===== config.mk =====
export PLATFORM = sky130hd
export DESIGN_NAME = pfn_pin_function
export DESIGN_NICKNAME = d
export VERILOG_FILES = /design/src/include/pfn_pkg.sv /design/src/hw/pfn_sync.sv /design/src/hw/pfn_pin_cell.sv /design/src/hw/pfn_pin_function.sv
export VERILOG_INCLUDE_DIRS = /design/src /design/src/include
export SDC_FILE = /design/constraint.sdc
export NUM_CORES = 1
export LEC_CHECK = 0
export BUFFER_PORTS_ARGS = -buffer_cell sky130_fd_sc_hd__buf_2
export CORE_MARGIN = 1
export CORE_UTILIZATION = 35
export CTS_BUF_LIST = sky130_fd_sc_hd__clkbuf_16
export DETAILED_ROUTE_END_ITERATION = 8
export PLACE_DENSITY = 0.67
export SLEW_MARGIN = 10
export SYNTH_ARGS = -nofsm -noshare
export SYNTH_HDL_FRONTEND = slang
export SYNTH_SLANG_ARGS = --single-unit

===== constraint.sdc =====
create_clock -name i_clk -period 4.07 [get_ports i_clk]
set_input_delay 0.814 -clock i_clk [delete_from_list [all_inputs] [get_ports i_clk]]
set_output_delay 0.814 -clock i_clk [all_outputs]
set_load 0.1 [all_outputs]

===== src/include/pfn_consts.svh =====
// register offsets, field values and reset values of the pin function block
`ifndef PFN_CONSTS_SVH
`define PFN_CONSTS_SVH

`define PFN_OFS_A_MODE 8'h00
`define PFN_OFS_B_MODE 8'h02
`define PFN_OFS_H_MODE 8'h04
`define PFN_OFS_J_MODE 8'h06
`define PFN_OFS_SC_MODE 8'h08
`define PFN_OFS_A_DATA 8'h0A
`define PFN_OFS_B_DATA 8'h0C
`define PFN_OFS_H_DATA 8'h0E
`define PFN_OFS_J_DATA 8'h10
`define PFN_OFS_SC_DATA 8'h12

`define PFN_MODE_RST 16'h0000
`define PFN_SC_MODE_RST 16'h0A88
`define PFN_DATA_RST 8'h00

`define PFN_H_MODE_MASK 16'h3FFF
`define PFN_J_MODE_MASK 16'h00FF
`define PFN_SC_MODE_MASK 16'h0FFF
`define PFN_H_DATA_MASK 8'h7F
`define PFN_J_DATA_MASK 8'h0F
`define PFN_SC_DATA_MASK 8'h3F

`define PFN_MD_ALT 2'h0
`define PFN_MD_OUT 2'h1
`define PFN_MD_IN_PU 2'h2
`define PFN_MD_IN 2'h3

`endif


===== src/include/pfn_pkg.sv =====
// types shared by the pin function block
package pfn_pkg;
   typedef enum logic [1:0] {PFN_ALT, PFN_OUT, PFN_IN_PU, PFN_IN} pfn_mode_t;
   typedef struct packed {
      logic wr;
      logic rd;
      logic [7:0] addr;
      logic [15:0] wdata;
   } pfn_bus_t;
   typedef struct packed {
      logic [7:0] out;
      logic [7:0] oe_n;
      logic [7:0] pull;
   } pfn_pad_t;
endpackage : pfn_pkg


===== src/hw/pfn_sync.sv =====
// two flip-flop synchroniser for pin levels
`timescale 1ns/10ps
`default_nettype none
module pfn_sync #(
   parameter int W = 8
) (
   input wire logic i_clk,
   input wire logic i_resetn,
   input wire logic [W-1:0] i_async,
   output logic [W-1:0] o_sync
);
   logic [W-1:0] meta_q;
   logic [W-1:0] sync_q;

   always_ff @(posedge i_clk or negedge i_resetn)
   begin
      if (!i_resetn)
      begin
         meta_q <= '0;
         sync_q <= '0;
      end
      else
      begin
         meta_q <= i_async;
         sync_q <= meta_q;
      end
   end

   assign o_sync = sync_q;
endmodule : pfn_sync
`default_nettype wire


===== src/hw/pfn_pin_cell.sv =====
// one multiplexed pin: mode decode, drive, pull-up and read-back selection
`timescale 1ns/10ps
`default_nettype none
module pfn_pin_cell
   import pfn_pkg::*;
#(
   parameter bit ALLOW_OUT = 1'b1,
   parameter bit HAS_PULL = 1'b1
) (
   input wire logic [1:0] i_mode,
   input wire logic i_data,
   input wire logic i_alt_out,
   input wire logic i_alt_oe,
   input wire logic i_pin,
   output logic o_out,
   output logic o_oe_n,
   output logic o_pull,
   output logic o_read
);
   pfn_mode_t mode_e;

   always_comb
   begin
      mode_e = pfn_mode_t'(i_mode);
      // prohibited output code behaves as plain input, pin left undriven
      if (!ALLOW_OUT && mode_e == PFN_OUT)
      begin
         mode_e = PFN_IN;
      end
      o_out = 1'b0;
      o_oe_n = 1'b1;
      o_pull = 1'b0;
      o_read = i_data;
      unique case (mode_e)
         PFN_ALT:
         begin
            o_out = i_alt_out;
            o_oe_n = ~i_alt_oe;
         end
         PFN_OUT:
         begin
            o_out = i_data;
            o_oe_n = 1'b0;
         end
         PFN_IN_PU:
         begin
            o_pull = HAS_PULL;
            o_read = i_pin;
         end
         PFN_IN:
         begin
            o_read = i_pin;
         end
      endcase
   end
endmodule : pfn_pin_cell
`default_nettype wire


===== src/hw/pfn_pin_function.sv =====
// pin function selection and port data registers for ports a, b, h, j and serial
// Summary of operation
// - port h pins 6..0 have two-bit modes
// - port h bits 15:14 read zero
// - port j modes: function, prohibited, input
// - channel 0 enables override serial pin modes
// - channel 2 enables override serial pin modes
// - serial pin mode bits 15:12 read zero
// - serial fields 5,4,3,1 reset to pull-up input
// - serial pair 2 decodes shared pin pair
// - serial pair 0 decodes like pair 2
// - one data bit serves both pair pins
// - pair tx pin released when input, disabled
// - ports a, b have 8-bit zeroed data
// - read gives stored bit or pin level
// - writes always store; drive only in output
// - a, b pull-ups follow mode field only
// - every port has mode and data register
// - data registers cleared only by power-on reset
//
// The address map and strobed register access were left to the implementer.
`timescale 1ns/10ps
`default_nettype none
`include "pfn_consts.svh"
module pfn_pin_function
   import pfn_pkg::*;
(
   input wire logic i_clk,
   input wire logic i_resetn,
   input wire pfn_bus_t i_bus,
   output logic [15:0] o_rdata,
   input wire logic [7:0] i_pa_pin,
   output pfn_pad_t o_pa_pad,
   input wire logic [7:0] i_pa_alt_out,
   input wire logic [7:0] i_pa_alt_oe,
   output logic [7:0] o_pa_alt_in,
   input wire logic [7:0] i_pb_pin,
   output pfn_pad_t o_pb_pad,
   input wire logic [7:0] i_pb_alt_out,
   input wire logic [7:0] i_pb_alt_oe,
   output logic [7:0] o_pb_alt_in,
   input wire logic [6:0] i_ph_pin,
   output pfn_pad_t o_ph_pad,
   input wire logic [6:0] i_ph_alt_out,
   input wire logic [6:0] i_ph_alt_oe,
   output logic [6:0] o_ph_alt_in,
   input wire logic [3:0] i_pj_pin,
   input wire logic [7:0] i_sc_pin,
   output pfn_pad_t o_sc_pad,
   input wire logic [3:0] i_scp_alt_out,
   input wire logic [3:0] i_scp_alt_oe,
   output logic [3:0] o_scp_alt_in,
   input wire logic i_sci0_te,
   input wire logic i_sci0_re,
   input wire logic i_sci0_txd,
   output logic o_sci0_rxd,
   input wire logic i_sci2_te,
   input wire logic i_sci2_re,
   input wire logic i_sci2_txd,
   output logic o_sci2_rxd
);
   localparam int NSYNC = 35;

   logic [15:0] a_mode_q;
   logic [15:0] b_mode_q;
   logic [15:0] h_mode_q;
   logic [15:0] j_mode_q;
   logic [15:0] sc_mode_q;
   logic [7:0] a_data_q;
   logic [7:0] b_data_q;
   logic [7:0] h_data_q;
   logic [7:0] j_data_q;
   logic [7:0] sc_data_q;
   logic [15:0] rdata_q;
   logic [15:0] rdata_d;
   logic [NSYNC-1:0] pin_sync;
   logic [7:0] a_pin;
   logic [7:0] b_pin;
   logic [6:0] h_pin;
   logic [3:0] j_pin;
   logic [7:0] sc_pin;
   logic [7:0] a_read;
   logic [7:0] b_read;
   logic [6:0] h_read;
   logic [3:0] j_read;
   logic [5:0] sc_read;
   logic [6:0] h_out;
   logic [6:0] h_oe_n;
   logic [6:0] h_pull;
   logic [3:0] scs_out;
   logic [3:0] scs_oe_n;
   logic [3:0] scs_pull;
   logic [3:0] scs_read;
   logic [1:0] pr_tx_out;
   logic [1:0] pr_tx_oe_n;
   logic [1:0] pr_rx_pull;
   logic [1:0] pr_read;

   // all pin levels pass two flip-flops before use
   pfn_sync #(
      .W(NSYNC)
   ) u_sync (
      .i_clk(i_clk),
      .i_resetn(i_resetn),
      .i_async({i_sc_pin, i_pj_pin, i_ph_pin, i_pb_pin, i_pa_pin}),
      .o_sync(pin_sync)
   );
   assign a_pin = pin_sync[7:0];
   assign b_pin = pin_sync[15:8];
   assign h_pin = pin_sync[22:16];
   assign j_pin = pin_sync[26:23];
   assign sc_pin = pin_sync[34:27];

   // mode registers; reserved bits never store
   always_ff @(posedge i_clk or negedge i_resetn)
   begin
      if (!i_resetn)
      begin
         a_mode_q <= `PFN_MODE_RST;
         b_mode_q <= `PFN_MODE_RST;
         h_mode_q <= `PFN_MODE_RST;
         j_mode_q <= `PFN_MODE_RST;
         sc_mode_q <= `PFN_SC_MODE_RST;
      end
      else if (i_bus.wr)
      begin
         unique case (i_bus.addr)
            `PFN_OFS_A_MODE: a_mode_q <= i_bus.wdata;
            `PFN_OFS_B_MODE: b_mode_q <= i_bus.wdata;
            `PFN_OFS_H_MODE: h_mode_q <= i_bus.wdata & `PFN_H_MODE_MASK;
            `PFN_OFS_J_MODE: j_mode_q <= i_bus.wdata & `PFN_J_MODE_MASK;
            `PFN_OFS_SC_MODE: sc_mode_q <= i_bus.wdata & `PFN_SC_MODE_MASK;
            default:
            begin
            end
         endcase
      end
   end

   // data registers; only the power-on reset clears them
   always_ff @(posedge i_clk or negedge i_resetn)
   begin
      if (!i_resetn)
      begin
         a_data_q <= `PFN_DATA_RST;
         b_data_q <= `PFN_DATA_RST;
         h_data_q <= `PFN_DATA_RST;
         j_data_q <= `PFN_DATA_RST;
         sc_data_q <= `PFN_DATA_RST;
      end
      else if (i_bus.wr)
      begin
         unique case (i_bus.addr)
            `PFN_OFS_A_DATA: a_data_q <= i_bus.wdata[7:0];
            `PFN_OFS_B_DATA: b_data_q <= i_bus.wdata[7:0];
            `PFN_OFS_H_DATA: h_data_q <= i_bus.wdata[7:0] & `PFN_H_DATA_MASK;
            `PFN_OFS_J_DATA: j_data_q <= i_bus.wdata[7:0] & `PFN_J_DATA_MASK;
            `PFN_OFS_SC_DATA: sc_data_q <= i_bus.wdata[7:0] & `PFN_SC_DATA_MASK;
            default:
            begin
            end
         endcase
      end
   end

   // ports a, b and h share one pin cell type
   for (genvar i = 0; i < 8; i++)
   begin : g_ab
      pfn_pin_cell u_a (
         .i_mode(a_mode_q[2*i+1:2*i]),
         .i_data(a_data_q[i]),
         .i_alt_out(i_pa_alt_out[i]),
         .i_alt_oe(i_pa_alt_oe[i]),
         .i_pin(a_pin[i]),
         .o_out(o_pa_pad.out[i]),
         .o_oe_n(o_pa_pad.oe_n[i]),
         .o_pull(o_pa_pad.pull[i]),
         .o_read(a_read[i])
      );
      pfn_pin_cell u_b (
         .i_mode(b_mode_q[2*i+1:2*i]),
         .i_data(b_data_q[i]),
         .i_alt_out(i_pb_alt_out[i]),
         .i_alt_oe(i_pb_alt_oe[i]),
         .i_pin(b_pin[i]),
         .o_out(o_pb_pad.out[i]),
         .o_oe_n(o_pb_pad.oe_n[i]),
         .o_pull(o_pb_pad.pull[i]),
         .o_read(b_read[i])
      );
   end
   for (genvar i = 0; i < 7; i++)
   begin : g_h
      pfn_pin_cell u_h (
         .i_mode(h_mode_q[2*i+1:2*i]),
         .i_data(h_data_q[i]),
         .i_alt_out(i_ph_alt_out[i]),
         .i_alt_oe(i_ph_alt_oe[i]),
         .i_pin(h_pin[i]),
         .o_out(h_out[i]),
         .o_oe_n(h_oe_n[i]),
         .o_pull(h_pull[i]),
         .o_read(h_read[i])
      );
   end
   assign o_ph_pad = '{out: {1'b0, h_out}, oe_n: {1'b1, h_oe_n}, pull: {1'b0, h_pull}};

   // port j pins are never driven digitally and have no pull-up
   for (genvar i = 0; i < 4; i++)
   begin : g_j
      // prohibited code 01 reads like input, as any non-function code does
      assign j_read[i] = (j_mode_q[2*i+1:2*i] != `PFN_MD_ALT) ? j_pin[i] : j_data_q[i];
   end

   // single serial-port pins: fields 1, 3, 4, 5; field 5 has no output code
   for (genvar k = 0; k < 4; k++)
   begin : g_scs
      localparam int F = (k == 0) ? 1 : k + 2;
      localparam int P = (k == 0) ? 2 : k + 4;
      pfn_pin_cell #(
         .ALLOW_OUT(k != 3),
         .HAS_PULL(1'b1)
      ) u_s (
         .i_mode(sc_mode_q[2*F+1:2*F]),
         .i_data(sc_data_q[F]),
         .i_alt_out(i_scp_alt_out[k]),
         .i_alt_oe(i_scp_alt_oe[k]),
         .i_pin(sc_pin[P]),
         .o_out(scs_out[k]),
         .o_oe_n(scs_oe_n[k]),
         .o_pull(scs_pull[k]),
         .o_read(scs_read[k])
      );
   end

   // serial pin pairs 0 and 2: one data bit, tx pin out, rx pin in
   for (genvar p = 0; p < 2; p++)
   begin : g_pair
      logic [1:0] md;
      logic te;
      logic re;
      logic txd;
      assign md = sc_mode_q[4*p+1:4*p];
      assign te = (p == 0) ? i_sci0_te : i_sci2_te;
      assign re = (p == 0) ? i_sci0_re : i_sci2_re;
      assign txd = (p == 0) ? i_sci0_txd : i_sci2_txd;
      always_comb
      begin
         pr_tx_out[p] = txd;
         pr_tx_oe_n[p] = 1'b0;
         if (!te && md == `PFN_MD_OUT)
         begin
            pr_tx_out[p] = sc_data_q[2*p];
         end
         else if (!te && md[1])
         begin
            pr_tx_out[p] = 1'b0;
            pr_tx_oe_n[p] = 1'b1;
         end
      end
      assign pr_rx_pull[p] = !re && md == `PFN_MD_IN_PU;
      // input only while the receiver is off, so never both directions at once
      assign pr_read[p] = (!re && md[1]) ? sc_pin[3*p+1] : sc_data_q[2*p];
   end

   assign o_sc_pad = '{
      out: {scs_out[3:1], 1'b0, pr_tx_out[1], scs_out[0], 1'b0, pr_tx_out[0]},
      oe_n: {scs_oe_n[3:1], 1'b1, pr_tx_oe_n[1], scs_oe_n[0], 1'b1, pr_tx_oe_n[0]},
      pull: {scs_pull[3:1], pr_rx_pull[1], 1'b0, scs_pull[0], pr_rx_pull[0], 1'b0}
   };
   assign sc_read = {scs_read[3:1], pr_read[1], scs_read[0], pr_read[0]};
   assign o_sci0_rxd = sc_pin[1];
   assign o_sci2_rxd = sc_pin[4];
   assign o_pa_alt_in = a_pin;
   assign o_pb_alt_in = b_pin;
   assign o_ph_alt_in = h_pin;
   assign o_scp_alt_in = {sc_pin[7:5], sc_pin[2]};

   // read data: one cycle after the strobe, zero otherwise and when unmapped
   always_comb
   begin
      rdata_d = 16'h0000;
      if (i_bus.rd)
      begin
         unique case (i_bus.addr)
            `PFN_OFS_A_MODE: rdata_d = a_mode_q;
            `PFN_OFS_B_MODE: rdata_d = b_mode_q;
            `PFN_OFS_H_MODE: rdata_d = h_mode_q;
            `PFN_OFS_J_MODE: rdata_d = j_mode_q;
            `PFN_OFS_SC_MODE: rdata_d = sc_mode_q;
            `PFN_OFS_A_DATA: rdata_d = {8'h00, a_read};
            `PFN_OFS_B_DATA: rdata_d = {8'h00, b_read};
            `PFN_OFS_H_DATA: rdata_d = {9'h000, h_read};
            `PFN_OFS_J_DATA: rdata_d = {12'h000, j_read};
            `PFN_OFS_SC_DATA: rdata_d = {10'h000, sc_read};
            default: rdata_d = 16'h0000;
         endcase
      end
   end

   always_ff @(posedge i_clk or negedge i_resetn)
   begin
      if (!i_resetn)
      begin
         rdata_q <= 16'h0000;
      end
      else
      begin
         rdata_q <= rdata_d;
      end
   end
   assign o_rdata = rdata_q;

   a_out_drive_a: assert property (@(posedge i_clk) disable iff (!i_resetn)
      a_mode_q[3:2] == `PFN_MD_OUT |-> !o_pa_pad.oe_n[1] && o_pa_pad.out[1] == a_data_q[1])
      else $error("port a pin 1 not driven with data in output mode");
   b_input_float_a: assert property (@(posedge i_clk) disable iff (!i_resetn)
      b_mode_q[15] |-> o_pb_pad.oe_n[7])
      else $error("port b pin 7 driven in input mode");
   pull_follow_a: assert property (@(posedge i_clk) disable iff (!i_resetn)
      o_pa_pad.pull[3] == (a_mode_q[7:6] == `PFN_MD_IN_PU))
      else $error("port a pin 3 pull-up not following its mode");
   read_pin_a: assert property (@(posedge i_clk) disable iff (!i_resetn)
      i_bus.rd && i_bus.addr == `PFN_OFS_A_DATA && a_mode_q[5]
      |=> o_rdata[2] == $past(a_pin[2]) && o_rdata[15:8] == 8'h00)
      else $error("port a read does not return pin level in input mode");
   data_write_a: assert property (@(posedge i_clk) disable iff (!i_resetn)
      i_bus.wr && i_bus.addr == `PFN_OFS_B_DATA |=> b_data_q == $past(i_bus.wdata[7:0]))
      else $error("port b data write not stored");
   data_hold_a: assert property (@(posedge i_clk) disable iff (!i_resetn)
      !(i_bus.wr && i_bus.addr == `PFN_OFS_A_DATA) |=> $stable(a_data_q))
      else $error("port a data changed without a write");
   h_reserved_a: assert property (@(posedge i_clk) disable iff (!i_resetn)
      i_bus.rd && i_bus.addr == `PFN_OFS_H_MODE |=> o_rdata[15:14] == 2'h0)
      else $error("port h reserved bits read nonzero");
   sc_reserved_a: assert property (@(posedge i_clk) disable iff (!i_resetn)
      i_bus.rd && i_bus.addr == `PFN_OFS_SC_MODE |=> o_rdata[15:12] == 4'h0)
      else $error("serial pin mode reserved bits read nonzero");
   tx0_override_a: assert property (@(posedge i_clk) disable iff (!i_resetn)
      i_sci0_te |-> !o_sc_pad.oe_n[0] && o_sc_pad.out[0] == i_sci0_txd)
      else $error("channel 0 transmit pin not serial while enabled");
   tx2_override_a: assert property (@(posedge i_clk) disable iff (!i_resetn)
      i_sci2_te |-> !o_sc_pad.oe_n[3] && o_sc_pad.out[3] == i_sci2_txd)
      else $error("channel 2 transmit pin not serial while enabled");
   tx_release_a: assert property (@(posedge i_clk) disable iff (!i_resetn)
      sc_mode_q[1] && !i_sci0_te |-> o_sc_pad.oe_n[0])
      else $error("pair 0 transmit pin driven in input mode");
   pair2_out_a: assert property (@(posedge i_clk) disable iff (!i_resetn)
      sc_mode_q[5:4] == `PFN_MD_OUT && !i_sci2_te
      |-> o_sc_pad.out[3] == sc_data_q[2] && o_sc_pad.oe_n[4])
      else $error("pair 2 general output wrong");
   sc_reset_a: assert property (@(posedge i_clk)
      $rose(i_resetn) |-> sc_mode_q == `PFN_SC_MODE_RST)
      else $error("serial pin mode reset value wrong");
endmodule : pfn_pin_function
`default_nettype wire


* Yosys cells after proc, flatten, opt, wreduce, memory -nomap -nowiden
Cells that the tools add are included.
Widths: inputs -> output; s select.
** Storage, ports and cells
- Bits of input ports :: 123
- Register bits after elaboration :: 185
** Operators by class
- Eq/ne operators :: 95
- Bitwise operators :: 27
- Reduce and logical (&&, ||, !) cells :: 81
- Multiplexer cells :: 125
** Operator list (count)
- $pmux 16 s10 :: 1
- $eq 2x2->1 const B :: 56
- $pmux 1 s2 :: 54
- $mux 1 :: 68
- $eq 2x1->1 const B :: 30
- $logic_not 2->1 :: 27
- $reduce_or 2->1 :: 27
- $eq 8x4->1 const B :: 4
- $not 1->1 :: 27
- $reduce_and 2->1 :: 10
- $eq 8x3->1 const B :: 2
- $eq 8x5->1 const B :: 2
- $mux 16 :: 1
- $eq 8x2->1 const B :: 1
- $logic_and 1x1->1 :: 8
- $logic_not 8->1 :: 1
- $reduce_bool 2->1 :: 4
- $logic_not 1->1 :: 4
- $mux 2 :: 1

* Longest topological paths before layout
- Depth after elaboration :: 7
- Mapped depth :: 7

* Cells and area by module
A second synthesis with hierarchy kept.
** Second synthesis, totals
- Cell total of the unflattened synthesis :: 615
- Area, all modules :: 8284.2 µm²
** Modules (own cells, without submodules)
- pfn_pin_function :: instances 1, area each 5385.2 µm², cells each 410, sequential area each 2882.8 µm²
- pfn_sync :: instances 1, area each 1751.7 µm², cells each 70, sequential area each 1751.7 µm²
- pfn_pin_cell at g_ab[0].u_a ... :: instances 26, area each 42.5 µm², cells each 5, sequential area each 0.0 µm²
- pfn_pin_cell at g_scs[3].u_s :: instances 1, area each 41.3 µm², cells each 5, sequential area each 0.0 µm²

* Worst setup path after synthesis
No wires, ideal clock.
- Path kind :: input to output
- From :: input port i_sci0_te
- To :: output port o_sc_pad[16] in the netlist's numbering
- Stages :: 3
- Setup slack :: 214 ps
- Data required time :: 3256 ps
- Arrival :: 3042 ps
- Buffers on the path :: 0
- Cells stage by stage :: nor2_1 a21oi_1 o21ai_0
** RTL lines
- from (decl) :: line pfn_pin_function.sv:53 : input wire logic i_sci0_te,
- to (decl) :: line pfn_pin_function.sv:49 : output pfn_pad_t o_sc_pad,

* Worst setup path in the final report
- From :: input port i_bus[20] in the netlist's numbering
- To :: register h_mode_q[5]
** Between the ends
- Cells in the longest elaborated chain, start to end :: 2
** Ends and longest elaborated chain
- from (decl) :: line pfn_pin_function.sv:30 : input wire pfn_bus_t i_bus,
- $eq 8x3->1 :: line pfn_pin_function.sv:127 : unique case (i_bus.addr)
- $reduce_and 2->1 (no line)
- to (signal assigned) :: line pfn_pin_function.sv:121 : h_mode_q <= `PFN_MODE_RST;
- to (signal assigned) :: line pfn_pin_function.sv:130 : `PFN_OFS_H_MODE: h_mode_q <= i_bus.wdata & `PFN_H_MODE_MASK;
- to (decl) :: line pfn_pin_function.sv:66 : logic [15:0] h_mode_q;
Every way passes these cells.
A chain may end at the register's enable or synchronous reset.

==> results.yml <==
outcome:
  outcome: "finished, final reports clean"
sta:
  tightest_slew_ps: 920.7
  drv_slew: 0
  clock_skew_ps: 5.931
  finalSetupViolCount: 0
  setup_tns_ps: 0
  layout_min_cycle_time_ps: 2926
  relSlewSlack_pct: 38.47
  rsz0062_at_grt: "no"
  max_freq_mhz: 341.8
  fin_crit_sh_pct: 71.89
  hold_viol_final: 0
clocking:
  clk_latency_ps: 430
  cts_max_path_buffers: 2
  post_cts_buffers: 0
  cts_sinks: 181
  cts_tree: "built"
  cts.repair.resized: 0
  cts_root_buffer: "clkbuf_16"
  cts_buffers: 17
  cts_hold_buf: 0
  htreeDepth: 4
  clk_pin_slew_worst_paths_ps: 70
power_and_ir_drop:
  p_int_uw: 2905
  pwr_density_cell_mw_per_mm2: 433.4
  p_leak_uw: 0.004987
  p_seq_share_pct: 44.3
  sw_frac_of_total_pct: 34.38
  power_frac_comb_pct: 20.6
  p_clk_share_pct: 35.0
  p_switching_uw: 1522
  ir_worst_vdd_mv: 0.2459
route:
  avgViaCountPerCell: 4.971
  drc: 0
  drtIter0Drc: 269
  wl_per_cell_microns: 20.29
  met1Wirelength_microns: 11470
  postRouteAntennaNets: 0
  top_layer_used: "met5"
  wl_met3_microns: 1451
  wl_met2_microns: 11840
  wl_microns: 24940
  first_pass_iters: 5
  dr_total_vias: 6109
synth:
  ys_warn_count: 0
  synth.cell_area_sq_mm: 0.008875
  syn_avg_cell_area_sq_um: 11.96
  synth_cells: 742
  synthArstFlopShare_pct: 100.0
  synth.distinct_cells: 53
  yosys_most_used_dff: "dfrtp_1"
  yosysTopAreaCellShare_pct: 49.91
  synth_area_leaders: "dfrtp_1 50%, mux2_2 12%, buf_4 9.9%"
  ys_seq_area_share_pct: 51.09
  synth_enable_flop_cells: 0
  synthTopCellsByCount: "177 x dfrtp_1, 117 x buf_4, 93 x mux2_2"
  yosysTopAreaCell: "dfrtp_1"
  yosysMostFrequentCell: "dfrtp_1"
  synth_seq_cells: 181
die:
  start_util_pct: 36.07
  fp.dieArea_sq_mm: 0.02600
  rows: 57
  die_h_microns: 161.2
  coreArea_sq_mm: 0.02460
  die_x_microns: 161.2
  io_pins: 264
layout:
  layout-drive-gt1-share_pct: 45.80
  syn2layout_area_growth_pct: 15.08
  final_util_pct: 41.51
  multi_input_area_sq_mm: 0.003374
  nets: 1014
  stdcell_count: 1229
  final_area_sq_mm: 0.01021
  seq_area_sq_mm: 0.004534
  fillers: 2390
worst_hold_path:
  holdCritPathClass: "flop to flop"
flow_run:
  maxCapViolations: 0
place:
  dp.cells: 1196
  gp_congestion: 0.8852
  placed_area_sq_mm: 0.009667
  placement.io_buffers: 252
  dp_hpwl_microns: 18220
critical_path:
  cp_max_fo: 19
  cp.arrival_ps: 3230
  worstSetupPathType: "input port to flop"
  required_ps: 4380
  worstSetupStartpointType: "input port"
  end_kind: "flop"
global_routing:
  grt_pass1_vias: 6114
  grt_pass1_wl_microns: 37960
  grt_max_degree: 98
  antenna_found_initial: 2
  overflow: 0
  grt_usage_pct: 19.79
path summary, 6_finish.rpt:
check	slack, ps	startpoint	depth (start not counted)	endpoint
max	1140	i_bus[20]	6	h_mode_q[5]
min	350	u_sync.meta_q[16]	0	u_sync.o_sync[16]
max reg2reg	2330	sc_mode_q[3]	5	o_rdata[1]
min reg2reg	350	u_sync.meta_q[16]	0	u_sync.o_sync[16]
max in group asynchronous	2690	i_resetn	2	sc_mode_q[11]
min in group asynchronous	460	i_resetn	1	u_sync.meta_q[10]
worst max-delay path, stage by stage:
cell and delay, ps:
buf_2 230, nor4_4 620, nand2_4 240, nor2_4 240, nand2_1 580, mux2_2 510
sequential cells by signal, summed over array words and instances (netlist names):
signal         flops
u_sync.o_sync     33
j_mode_q           8
sc_mode_q         12
h_mode_q          14
a_mode_q          16
a_data_q           8
h_data_q           7
j_data_q           4
b_mode_q          16
b_data_q           8
u_sync.meta_q     33
sc_data_q          6
o_rdata           16
metal layers:
layer  GRT usage, %  vias to the layer above
li1               -                     2799
met1          27.31                     3069
met2          31.78                      228
met3          4.494                       11
met4          4.117                        2
met5              0                        -
through the flow:
| stage | hold slack, ps | worst slack [ps] | total power (uW) |
|---|---|---|---|
| floorplan | 331.2 | 213.6 | 2772 |
| detailed placement | 334.7 | 758.8 | 2916 |
| global placement | 331.8 | 747.3 | 2906 |
| global route | 352.7 | 1065 | 4597 |
| finish | 346.7 | 1144 | 4427 |
| CTS | 347.8 | 1208 | 4480 |
layout make-up:
type	instances	share of cell area, %
sequential	181	44.40
multi-input combinational	427	33.04
timing repair buffer	262	13.17
clock buffer	17	4.165
tap	324	3.969
clock inverter	15	1.164
inverter	2	0.07350
antenna	1	0.02450
logic make-up after synthesis:
logic type	count (synthesis)	synth area share, %
flops	181	51.09
other cells	2	0.08462
buf+inv	141	11.18
mux	165	20.48
simple gates	161	9.869
compound gates	92	7.289
power by group through the flow:
stage                     clock [uW]  combinational, uW  sequential (uW)
final                           1550                913             1960
after global routing            1670                955             1970
after CTS                       1600                920             1960
after detailed placement           0                918             2000
after global placement             0                912             1990
after floorplan                    0                801             1970
placed cells by master (no fill, tap or decap), drive strengths merged, types with 2 or more instances in the layout:
master and n:
a21oi 13, nand4 3, or4 2, buf 261
o2111ai 2, nand3 7, nand3b 2, a31oi 7
o32ai 2, nor4 7, mux2i 62, mux2 103
o21ai 8, a211oi 5, a22oi 8, o21bai 26
clkbuf 18, dfrtp 177, conb 9, nor3 9
clkinvlp 7, or2 4, o211ai 4, a221oi 7
nor2 56, o22ai 3, nand2 28, inv 8
nand2b 5, nor2b 35, dfstp 4
(Power assumes the default switching activity.)
